<file path="src/logic/lvc_pkg.sv">
package lvc_pkg;
    // register addresses on the parallel port
    localparam logic [7:0] LOS_TEST_ADDR = 8'h81;
    localparam logic [7:0] SOURCE_ADDR = 8'h82;
    localparam logic [7:0] CHAN_SEL_ADDR = 8'h8c;
    localparam logic [7:0] CNT_CTRL_ADDR = 8'h8d;
    localparam logic [7:0] READBACK_ADDR = 8'h8e;
    // writable bits per register; the rest are reserved and read zero
    localparam logic [7:0] LOS_TEST_MASK = 8'h03;
    localparam logic [7:0] SOURCE_MASK = 8'hc0;
    localparam logic [7:0] CHAN_SEL_MASK = 8'h0f;
    localparam logic [7:0] CNT_CTRL_MASK = 8'h1f;
    // field positions
    localparam int EXT_LOS_BIT = 1;
    localparam int FLOAT_TEST_BIT = 0;
    localparam int TX_SRC_BIT = 7;
    localparam int TERM_SRC_BIT = 6;
    localparam int CLR_ALL_BIT = 4;
    localparam int LATCH_ALL_BIT = 3;
    localparam int BYTE_CHOICE_BIT = 2;
    localparam int LATCH_SEL_BIT = 1;
    localparam int CLR_SEL_BIT = 0;
    // sizes
    localparam int CHANNELS = 8;
    localparam int CNT_W = 16;
    localparam int RUN_W = 13;
    localparam logic [3:0] SEL_NONE = 4'h0;
    localparam logic [3:0] SEL_LAST = 4'h8;
    // zero-run thresholds for receive signal loss
    localparam logic [RUN_W-1:0] EXT_LOS_ZEROS = 13'h1000;
    localparam logic [RUN_W-1:0] T1_LOS_ZEROS = 13'h00af;
    localparam logic [RUN_W-1:0] E1_LOS_ZEROS = 13'h0020;
    localparam logic [CNT_W-1:0] CNT_RESET = 16'h0000;
    // host holds a clear bit for at least this long
    localparam int CLK_PERIOD_NS = 10;
    localparam int CLR_HOLD_NS = 1000;
    localparam int CLR_HOLD_CYCLES = (CLR_HOLD_NS + CLK_PERIOD_NS - 1) / CLK_PERIOD_NS;

    typedef struct packed {
        logic extLos;
        logic floatTest;
        logic txSrc;
        logic termSrc;
        logic [3:0] chanSel;
        logic clrAll;
        logic latchAll;
        logic byteChoice;
        logic latchSel;
        logic clrSel;
    } lvc_ctrl_t;

    localparam lvc_ctrl_t CTRL_RESET = '0;
endpackage : lvc_pkg
</file>
<file path="src/logic/lvc_chan_counter.sv">
`timescale 1ns/100ps
`default_nettype none
module lvc_chan_counter (
    // clock and reset
    input wire logic core_clk,
    input wire logic sys_rst,
    // receive path of this channel
    input wire logic rxBitValid,
    input wire logic rxZero,
    input wire logic lcvPulse,
    input wire logic e1Mode,
    // control
    input wire logic extLos,
    input wire logic clear,
    input wire logic latch,
    // state
    output logic [lvc_pkg::CNT_W-1:0] count_reg,
    output logic [lvc_pkg::CNT_W-1:0] hold_reg,
    output logic rxLos_reg
);
    logic [lvc_pkg::RUN_W-1:0] run_reg;
    logic [lvc_pkg::RUN_W-1:0] limit;

    always_comb begin
        if (extLos) begin
            limit = lvc_pkg::EXT_LOS_ZEROS;
        end else if (e1Mode) begin
            limit = lvc_pkg::E1_LOS_ZEROS;
        end else begin
            limit = lvc_pkg::T1_LOS_ZEROS;
        end
    end

    // saturate the run so a long idle line cannot wrap back below the limit
    always_ff @(posedge core_clk or posedge sys_rst) begin
        if (sys_rst) begin
            run_reg <= '0;
        end else if (rxBitValid) begin
            if (!rxZero) begin
                run_reg <= '0;
            end else if (run_reg < limit) begin
                run_reg <= run_reg + 13'h0001;
            end
        end
    end

    always_ff @(posedge core_clk or posedge sys_rst) begin
        if (sys_rst) begin
            rxLos_reg <= 1'b0;
        end else if (rxBitValid) begin
            rxLos_reg <= rxZero && (run_reg + 13'h0001 >= limit);
        end
    end

    // clear wins over a violation arriving in the same cycle; counter sticks at full scale
    always_ff @(posedge core_clk or posedge sys_rst) begin
        if (sys_rst) begin
            count_reg <= lvc_pkg::CNT_RESET;
        end else if (clear) begin
            count_reg <= lvc_pkg::CNT_RESET;
        end else if (lcvPulse && count_reg != 16'hffff) begin
            count_reg <= count_reg + 16'h0001;
        end
    end

    always_ff @(posedge core_clk or posedge sys_rst) begin
        if (sys_rst) begin
            hold_reg <= lvc_pkg::CNT_RESET;
        end else if (latch) begin
            hold_reg <= count_reg;
        end
    end
endmodule : lvc_chan_counter
`default_nettype wire

</file>
<file path="src/logic/lvc_global_ctrl.sv">
`timescale 1ns/100ps
`default_nettype none
module lvc_global_ctrl (
    // clock and reset
    input wire logic core_clk,
    input wire logic sys_rst,
    // parallel register port
    input wire logic cpuCs,
    input wire logic cpuWr,
    input wire logic cpuRd,
    input wire logic [7:0] cpuAddr,
    input wire logic [7:0] cpuWdata,
    output logic [7:0] cpuRdata_reg,
    // device pins
    input wire logic floatTestPin_n,
    input wire logic hostModePin,
    input wire logic txOnPin,
    input wire logic rxTermPin,
    // host global bits and per-channel bits from channel registers
    input wire logic hostTxOnBit,
    input wire logic hostRxTermBit,
    input wire logic [7:0] chanTxOnBits,
    input wire logic [7:0] chanRxTermBits,
    // receive paths
    input wire logic e1Mode,
    input wire logic [7:0] rxBitValid,
    input wire logic [7:0] rxZero,
    input wire logic [7:0] lcvPulse,
    // results
    output logic outputsFloat_reg,
    output logic [7:0] transmitter_enable_reg,
    output logic [7:0] rxTermSel_reg,
    output logic [7:0] rxLos_reg
);
    lvc_pkg::lvc_ctrl_t ctrl_reg;
    logic [3:0] pinMeta_reg;
    logic [3:0] pinSync_reg;
    logic wrEn;
    logic rdEn;
    logic selValid;
    logic [2:0] selIdx;
    logic [7:0][15:0] countAll;
    logic [7:0][15:0] holdAll;
    logic [15:0] selHold;
    logic [7:0] readByte;
    logic globalTx;
    logic globalTerm;

    assign wrEn = cpuCs && cpuWr;
    assign rdEn = cpuCs && cpuRd;

    // pins are asynchronous to core_clk
    always_ff @(posedge core_clk or posedge sys_rst) begin
        if (sys_rst) begin
            pinMeta_reg <= 4'h1;
            pinSync_reg <= 4'h1;
        end else begin
            pinMeta_reg <= {rxTermPin, txOnPin, hostModePin, floatTestPin_n};
            pinSync_reg <= pinMeta_reg;
        end
    end

    always_ff @(posedge core_clk or posedge sys_rst) begin
        if (sys_rst) begin
            ctrl_reg <= lvc_pkg::CTRL_RESET;
        end else if (wrEn) begin
            unique case (cpuAddr)
                lvc_pkg::LOS_TEST_ADDR: begin
                    ctrl_reg.extLos <= cpuWdata[lvc_pkg::EXT_LOS_BIT];
                    ctrl_reg.floatTest <= cpuWdata[lvc_pkg::FLOAT_TEST_BIT];
                end
                lvc_pkg::SOURCE_ADDR: begin
                    ctrl_reg.txSrc <= cpuWdata[lvc_pkg::TX_SRC_BIT];
                    ctrl_reg.termSrc <= cpuWdata[lvc_pkg::TERM_SRC_BIT];
                end
                lvc_pkg::CHAN_SEL_ADDR: begin
                    ctrl_reg.chanSel <= cpuWdata[3:0];
                end
                lvc_pkg::CNT_CTRL_ADDR: begin
                    ctrl_reg.clrAll <= cpuWdata[lvc_pkg::CLR_ALL_BIT];
                    ctrl_reg.latchAll <= cpuWdata[lvc_pkg::LATCH_ALL_BIT];
                    ctrl_reg.byteChoice <= cpuWdata[lvc_pkg::BYTE_CHOICE_BIT];
                    ctrl_reg.latchSel <= cpuWdata[lvc_pkg::LATCH_SEL_BIT];
                    ctrl_reg.clrSel <= cpuWdata[lvc_pkg::CLR_SEL_BIT];
                end
                default: begin
                end
            endcase
        end
    end

    // codes above eight select nothing, just like code zero
    assign selValid = ctrl_reg.chanSel != lvc_pkg::SEL_NONE
        && ctrl_reg.chanSel <= lvc_pkg::SEL_LAST;
    assign selIdx = 3'(ctrl_reg.chanSel - 4'h1);

    genvar ch;
    generate
        for (ch = 0; ch < lvc_pkg::CHANNELS; ch++) begin : gChan
            logic chosen;
            assign chosen = selValid && selIdx == 3'(ch);
            lvc_chan_counter uCount (
                .core_clk(core_clk),
                .sys_rst(sys_rst),
                .rxBitValid(rxBitValid[ch]),
                .rxZero(rxZero[ch]),
                .lcvPulse(lcvPulse[ch]),
                .e1Mode(e1Mode),
                .extLos(ctrl_reg.extLos),
                .clear(ctrl_reg.clrAll || (ctrl_reg.clrSel && chosen)),
                .latch(ctrl_reg.latchAll || (ctrl_reg.latchSel && chosen)),
                .count_reg(countAll[ch]),
                .hold_reg(holdAll[ch]),
                .rxLos_reg(rxLos_reg[ch])
            );
        end
    endgenerate

    assign selHold = selValid ? holdAll[selIdx] : lvc_pkg::CNT_RESET;
    assign readByte = ctrl_reg.byteChoice ? selHold[15:8] : selHold[7:0];

    always_ff @(posedge core_clk or posedge sys_rst) begin
        if (sys_rst) begin
            cpuRdata_reg <= 8'h00;
        end else if (rdEn) begin
            unique case (cpuAddr)
                lvc_pkg::LOS_TEST_ADDR: begin
                    cpuRdata_reg <= {6'h00, ctrl_reg.extLos, ctrl_reg.floatTest};
                end
                lvc_pkg::SOURCE_ADDR: begin
                    cpuRdata_reg <= {ctrl_reg.txSrc, ctrl_reg.termSrc, 6'h00};
                end
                lvc_pkg::CHAN_SEL_ADDR: begin
                    cpuRdata_reg <= {4'h0, ctrl_reg.chanSel};
                end
                lvc_pkg::CNT_CTRL_ADDR: begin
                    cpuRdata_reg <= {3'h0, ctrl_reg.clrAll, ctrl_reg.latchAll,
                        ctrl_reg.byteChoice, ctrl_reg.latchSel, ctrl_reg.clrSel};
                end
                lvc_pkg::READBACK_ADDR: begin
                    cpuRdata_reg <= readByte;
                end
                default: begin
                    cpuRdata_reg <= 8'h00;
                end
            endcase
        end
    end

    // float request is either the register bit or the active-low pin
    always_ff @(posedge core_clk or posedge sys_rst) begin
        if (sys_rst) begin
            outputsFloat_reg <= 1'b0;
        end else begin
            outputsFloat_reg <= ctrl_reg.floatTest || !pinSync_reg[0];
        end
    end

    assign globalTx = pinSync_reg[1] ? hostTxOnBit : pinSync_reg[2];
    assign globalTerm = pinSync_reg[1] ? hostRxTermBit : pinSync_reg[3];

    always_ff @(posedge core_clk or posedge sys_rst) begin
        if (sys_rst) begin
            transmitter_enable_reg <= 8'h00;
        end else if (ctrl_reg.txSrc) begin
            transmitter_enable_reg <= chanTxOnBits;
        end else begin
            transmitter_enable_reg <= {8{globalTx}};
        end
    end

    // in shared mode a channel bit can add termination on top of the global choice
    always_ff @(posedge core_clk or posedge sys_rst) begin
        if (sys_rst) begin
            rxTermSel_reg <= 8'h00;
        end else if (ctrl_reg.termSrc) begin
            rxTermSel_reg <= {8{pinSync_reg[3]}};
        end else begin
            rxTermSel_reg <= {8{globalTerm}} | chanRxTermBits;
        end
    end
endmodule : lvc_global_ctrl
`default_nettype wire

</file>
<file path="config.mk">
export PLATFORM = sky130hd
export DESIGN_NAME = lvc_global_ctrl
export DESIGN_NICKNAME = d
export VERILOG_FILES = /design/src/logic/lvc_pkg.sv /design/src/logic/lvc_chan_counter.sv /design/src/logic/lvc_global_ctrl.sv
export SDC_FILE = /design/constraint.sdc
export NUM_CORES = 1
export LEC_CHECK = 0
export ABC_AREA = 1
export BUFFER_PORTS_ARGS = -buffer_cell sky130_fd_sc_hd__buf_4
export CORE_ASPECT_RATIO = 0.9
export CORE_MARGIN = 1.5
export CORE_UTILIZATION = 35
export DETAILED_ROUTE_END_ITERATION = 6
export PLACE_DENSITY = 0.47
export SLEW_MARGIN = 20
export SYNTH_ARGS = -nofsm -noshare
export SYNTH_HDL_FRONTEND = slang
export SYNTH_SLANG_ARGS = --single-unit
export TNS_END_PERCENT = 10
</file>
<file path="constraint.sdc">
create_clock -name core_clk -period 18.5 [get_ports core_clk]
set_input_delay 0.925 -clock core_clk [delete_from_list [all_inputs] [get_ports core_clk]]
set_output_delay 0.925 -clock core_clk [all_outputs]
set_load 0.05 [all_outputs]
</file>
==> impl_results.rst <==
.. list-table::
   :header-rows: 1

   * - Metric
     - Value
   * - RSZ-0062 raised after global routing
     - no
   * - Peak Freq
     - 0.254 GHz
   * - Endpoints failing setup
     - 0
   * - Share of cells above drive strength 1
     - 8.67%
   * - Root cell of the clock tree
     - clkbuf_16
   * - Number of levels the H-tree was split into
     - 2
   * - Most area-consuming cells after synthesis
     - dfrtp_1, nand2_1, ha_1
   * - Number of synthesized register bits
     - 414
   * - Final worst path period need
     - 3940 ps
   * - Area after DPL
     - 26,000 um^2
   * - Total die area
     - 71,400 um^2
   * - Required time of the critical path
     - approximately 19,000 ps
   * - Post-DP HPWL
     - between 40 and 50 mm
   * - Hold Path Origin
     - pinMeta_reg[3]$_DFF_PP0_
   * - Count leader, synth
     - nand2_1
   * - Post-synthesis instance total
     - 3,196
   * - EDFF count, synth
     - 0
   * - Avg Inst Size Synth
     - 7.65 um^2
   * - First-pass DRT Iterations
     - 5
   * - P&R area growth vs syn
     - 14.0%
   * - Internal Dissipation
     - approximately 0.0017 W
   * - Clock sinks
     - 414
   * - Clock slew at reported path FFs
     - roughly 60 ps
   * - CP Launch Type
     - flip-flop
   * - Startpoint of the worst register-to-register path
     - ctrl_reg[5]$_DFFE_PP0P_
   * - VDD IR-drop max
     - around 0.000059 V
   * - Net count of the mapped netlist
     - between 3,000 and 4,000
   * - Initial antenna violation count
     - 1
   * - TritonCTS clock tree
     - done
   * - Number of nets in the layout
     - around 3,500
   * - Leak pwr
     - ~13 nW
   * - Number of buffers added on ports
     - slightly below 100
   * - Transition time of the tightest slew-check pin
     - 1120 ps
   * - Switching portion of total power
     - between 20% and 30%
   * - Top-level port count
     - about 100
   * - Number of buffers inserted during clock tree synthesis
     - around 50
   * - Via count of the routed design
     - 21,100
   * - Worst slack on hold paths
     - around 350 ps
   * - Total routing usage reported by global routing
     - 18.8%
   * - Inserted Diodes
     - 0
   * - Sequential fraction of the synthesis area
     - between 40% and 50%
   * - Longest Clk Path Bufs
     - 3
   * - Clk_lat worst skew
     - a little over 600 ps
   * - Reg power frac
     - 43.8%
   * - Largest net degree at the start of global routing
     - 170
   * - Setup fix buffers added after clock tree synthesis
     - 0
   * - Run status
     - finished, final reports clean
   * - DRC violations left
     - 0
   * - Width of the die
     - between 200 and 300 um
   * - Min-delay worst type
     - flip-flop to flip-flop
   * - Worst-case setup margin in the final layout
     - roughly 15,000 ps
   * - Wire length of the first global-routing pass
     - roughly 110 mm
   * - Max-cap viol count
     - 0
   * - Number of DRC markers in iteration 0
     - 1,549
   * - CP Launch Point
     - ctrl_reg[5]$_DFFE_PP0P_
   * - Area of the core
     - about 69,000 um^2
   * - Post-Route Skew
     - between 20 and 30 ps
   * - Top_reg_cell synth
     - dfrtp_1
   * - Post-detailed-route via-to-cell ratio
     - a little under 5
   * - Via count of the first global-routing pass
     - ~20,000
   * - Part of the power in combinational logic
     - between 10% and 20%
   * - Max transition margin
     - about a quarter
   * - Crit-path max FO
     - 39
   * - Switching power summed over all nets
     - between 0.0006 and 0.0007 W
   * - Start-to-end type of the worst setup path
     - flip-flop to flip-flop
   * - Post-synth top area share
     - about 42%
   * - Final period utilization
     - a little over a fifth
   * - Leftover overflow at the end of global routing
     - 0
   * - Unique cell type count in the Yosys netlist
     - 55
   * - Cell types with the highest counts after synthesis
     - nand2_1, inv_1, dfrtp_1, nor2_1, o21ai_0
   * - Async SR Flop Fraction
     - 100%
   * - Combined area of all synthesized cells
     - about 24,000 um^2
   * - Final GP Congestion
     - 0.868
   * - Number of core rows
     - slightly above 90
   * - Leading area contributor after synthesis
     - dfrtp_1
   * - Data arrival time of the worst path
     - roughly 4500 ps
   * - Post-cts repair resize count
     - 0
   * - Power density cells
     - between 80 and 90 nW/um^2
   * - Initial core utilization
     - a little over a third
   * - Height of the die
     - approximately 250 um
   * - Number of pins exceeding their max-slew limit in the final report
     - 0
   * - Share of total power in the clock network
     - approximately 45%
   * - Count of hold buffers inserted by post-cts repair
     - 0
   * - Layout fillers
     - around 7,000
   * - Routed length per instance
     - 15.6 um
   * - Post-route ant nets
     - 0
   * - Pre-CTS setup slack
     - roughly 14,000 ps
   * - Area of all placed cells without fillers
     - 27,900 um^2
   * - Final Hold Fails
     - 0
   * - Yosys warning count
     - 0
   * - TNS Setup
     - 0 ps
   * - Critical path capture point type
     - flip-flop
   * - Total detailed-routing wirelength
     - between 60 and 70 mm
-- placed cells by master, fill, tap and decap left out, types with 10 or more instances in the layout --
cell type and instances:
inv_2 14, o22ai_1 68, nor4_1 17, ha_1 133
a21oi_2 21, xor2_1 73, nand3_1 226, nand4_1 60
nor2_1 327, o21ai_0 235, dfrtp_1 411, buf_4 112
nand2_1 695, nand2_2 10, o21ai_1 29, clkbuf_1 12
clkbuf_8 13, a21oi_1 191, nor3_1 64, inv_1 414
clkbuf_16 52
-- final timing paths --
kind                                                             end  slack, ps  cells after the start
max                        gChan[3].uCount.count_reg[12]$_DFFE_PP0P_      14560                     13
min                                         pinSync_reg[3]$_DFF_PP0_        350                      0
max reg2reg                gChan[3].uCount.count_reg[12]$_DFFE_PP0P_      14560                     13
min reg2reg                                 pinSync_reg[3]$_DFF_PP0_        350                      0
max in group asynchronous        transmitter_enable_reg[1]$_DFF_PP0_      15630                      5
min in group asynchronous     gChan[5].uCount.run_reg[0]$_DFFE_PP0P_        490                      2
-- through the flow --
stage                     instances  total power (W)  utilization, %
after floorplan                3196          0.00124               -
after global placement         4155          0.00133            37.9
after detailed placement       4155          0.00134            37.9
after CTS                      4249          0.00242            40.5
after global routing           4250          0.00251            40.5
final                          4250          0.00238            40.5
-- cell families (layout without fill, tap and decap cells) --
logic type | Yosys count | in the layout | synth area share, %
simple gates | 1438 | 1438 | 25.0
compound gates | 593 | 593 | 13.2
buf+inv | 519 | 643 | 8.57
flops | 414 | 414 | 42.4
fa+ha+maj | 133 | 133 | 6.81
xor+xnor | 77 | 77 | 2.87
mux | 22 | 22 | 1.05
-- cell type report --
class	count	area, um^2	area share, %
flip-flops and latches	414	10400	37.2
well taps	930	1160	4.18
multi-input cells	2263	12000	43.1
inverters	435	1650	5.90
clock inverters	17	259	0.929
clock buffers	77	1530	5.47
repair buffers	114	888	3.19
-- metal layers --
metal  global-route usage, %  vias up  part of all wire [%]
met3                    2.36      103                   3.4
met1                    27.3     9994                    50
li1                        -    10700                     -
met5                       0        -                 0.020
met2                    29.0      337                    44
met4                    5.67        2                   2.6
-- worst max-delay path: stages, from the launching register on --
cell	delay, ps
dfrtp_2	350
clkinv_1	490
buf_4	480
ha_1	340
xnor2_4	620
nand3_1	230
o21ai_1	370
inv_2	220
nand2_2	260
nand3_1	140
nor2_1	150
nand2_1	60
nand2_1	60
nor2_1	40
-- power by group through the flow --
stage | Combinational [W] | Clock, W | Sequential (W)
2_1_floorplan | 0.000195 | 0 | 0.00104
6_report | 0.000280 | 0.00106 | 0.00104
3_5_place_dp | 0.000281 | 0 | 0.00106
4_1_cts | 0.000284 | 0.00110 | 0.00104
3_3_place_gp | 0.000277 | 0 | 0.00106
5_1_grt | 0.000323 | 0.00113 | 0.00105
(Power assumes the default switching activity.)
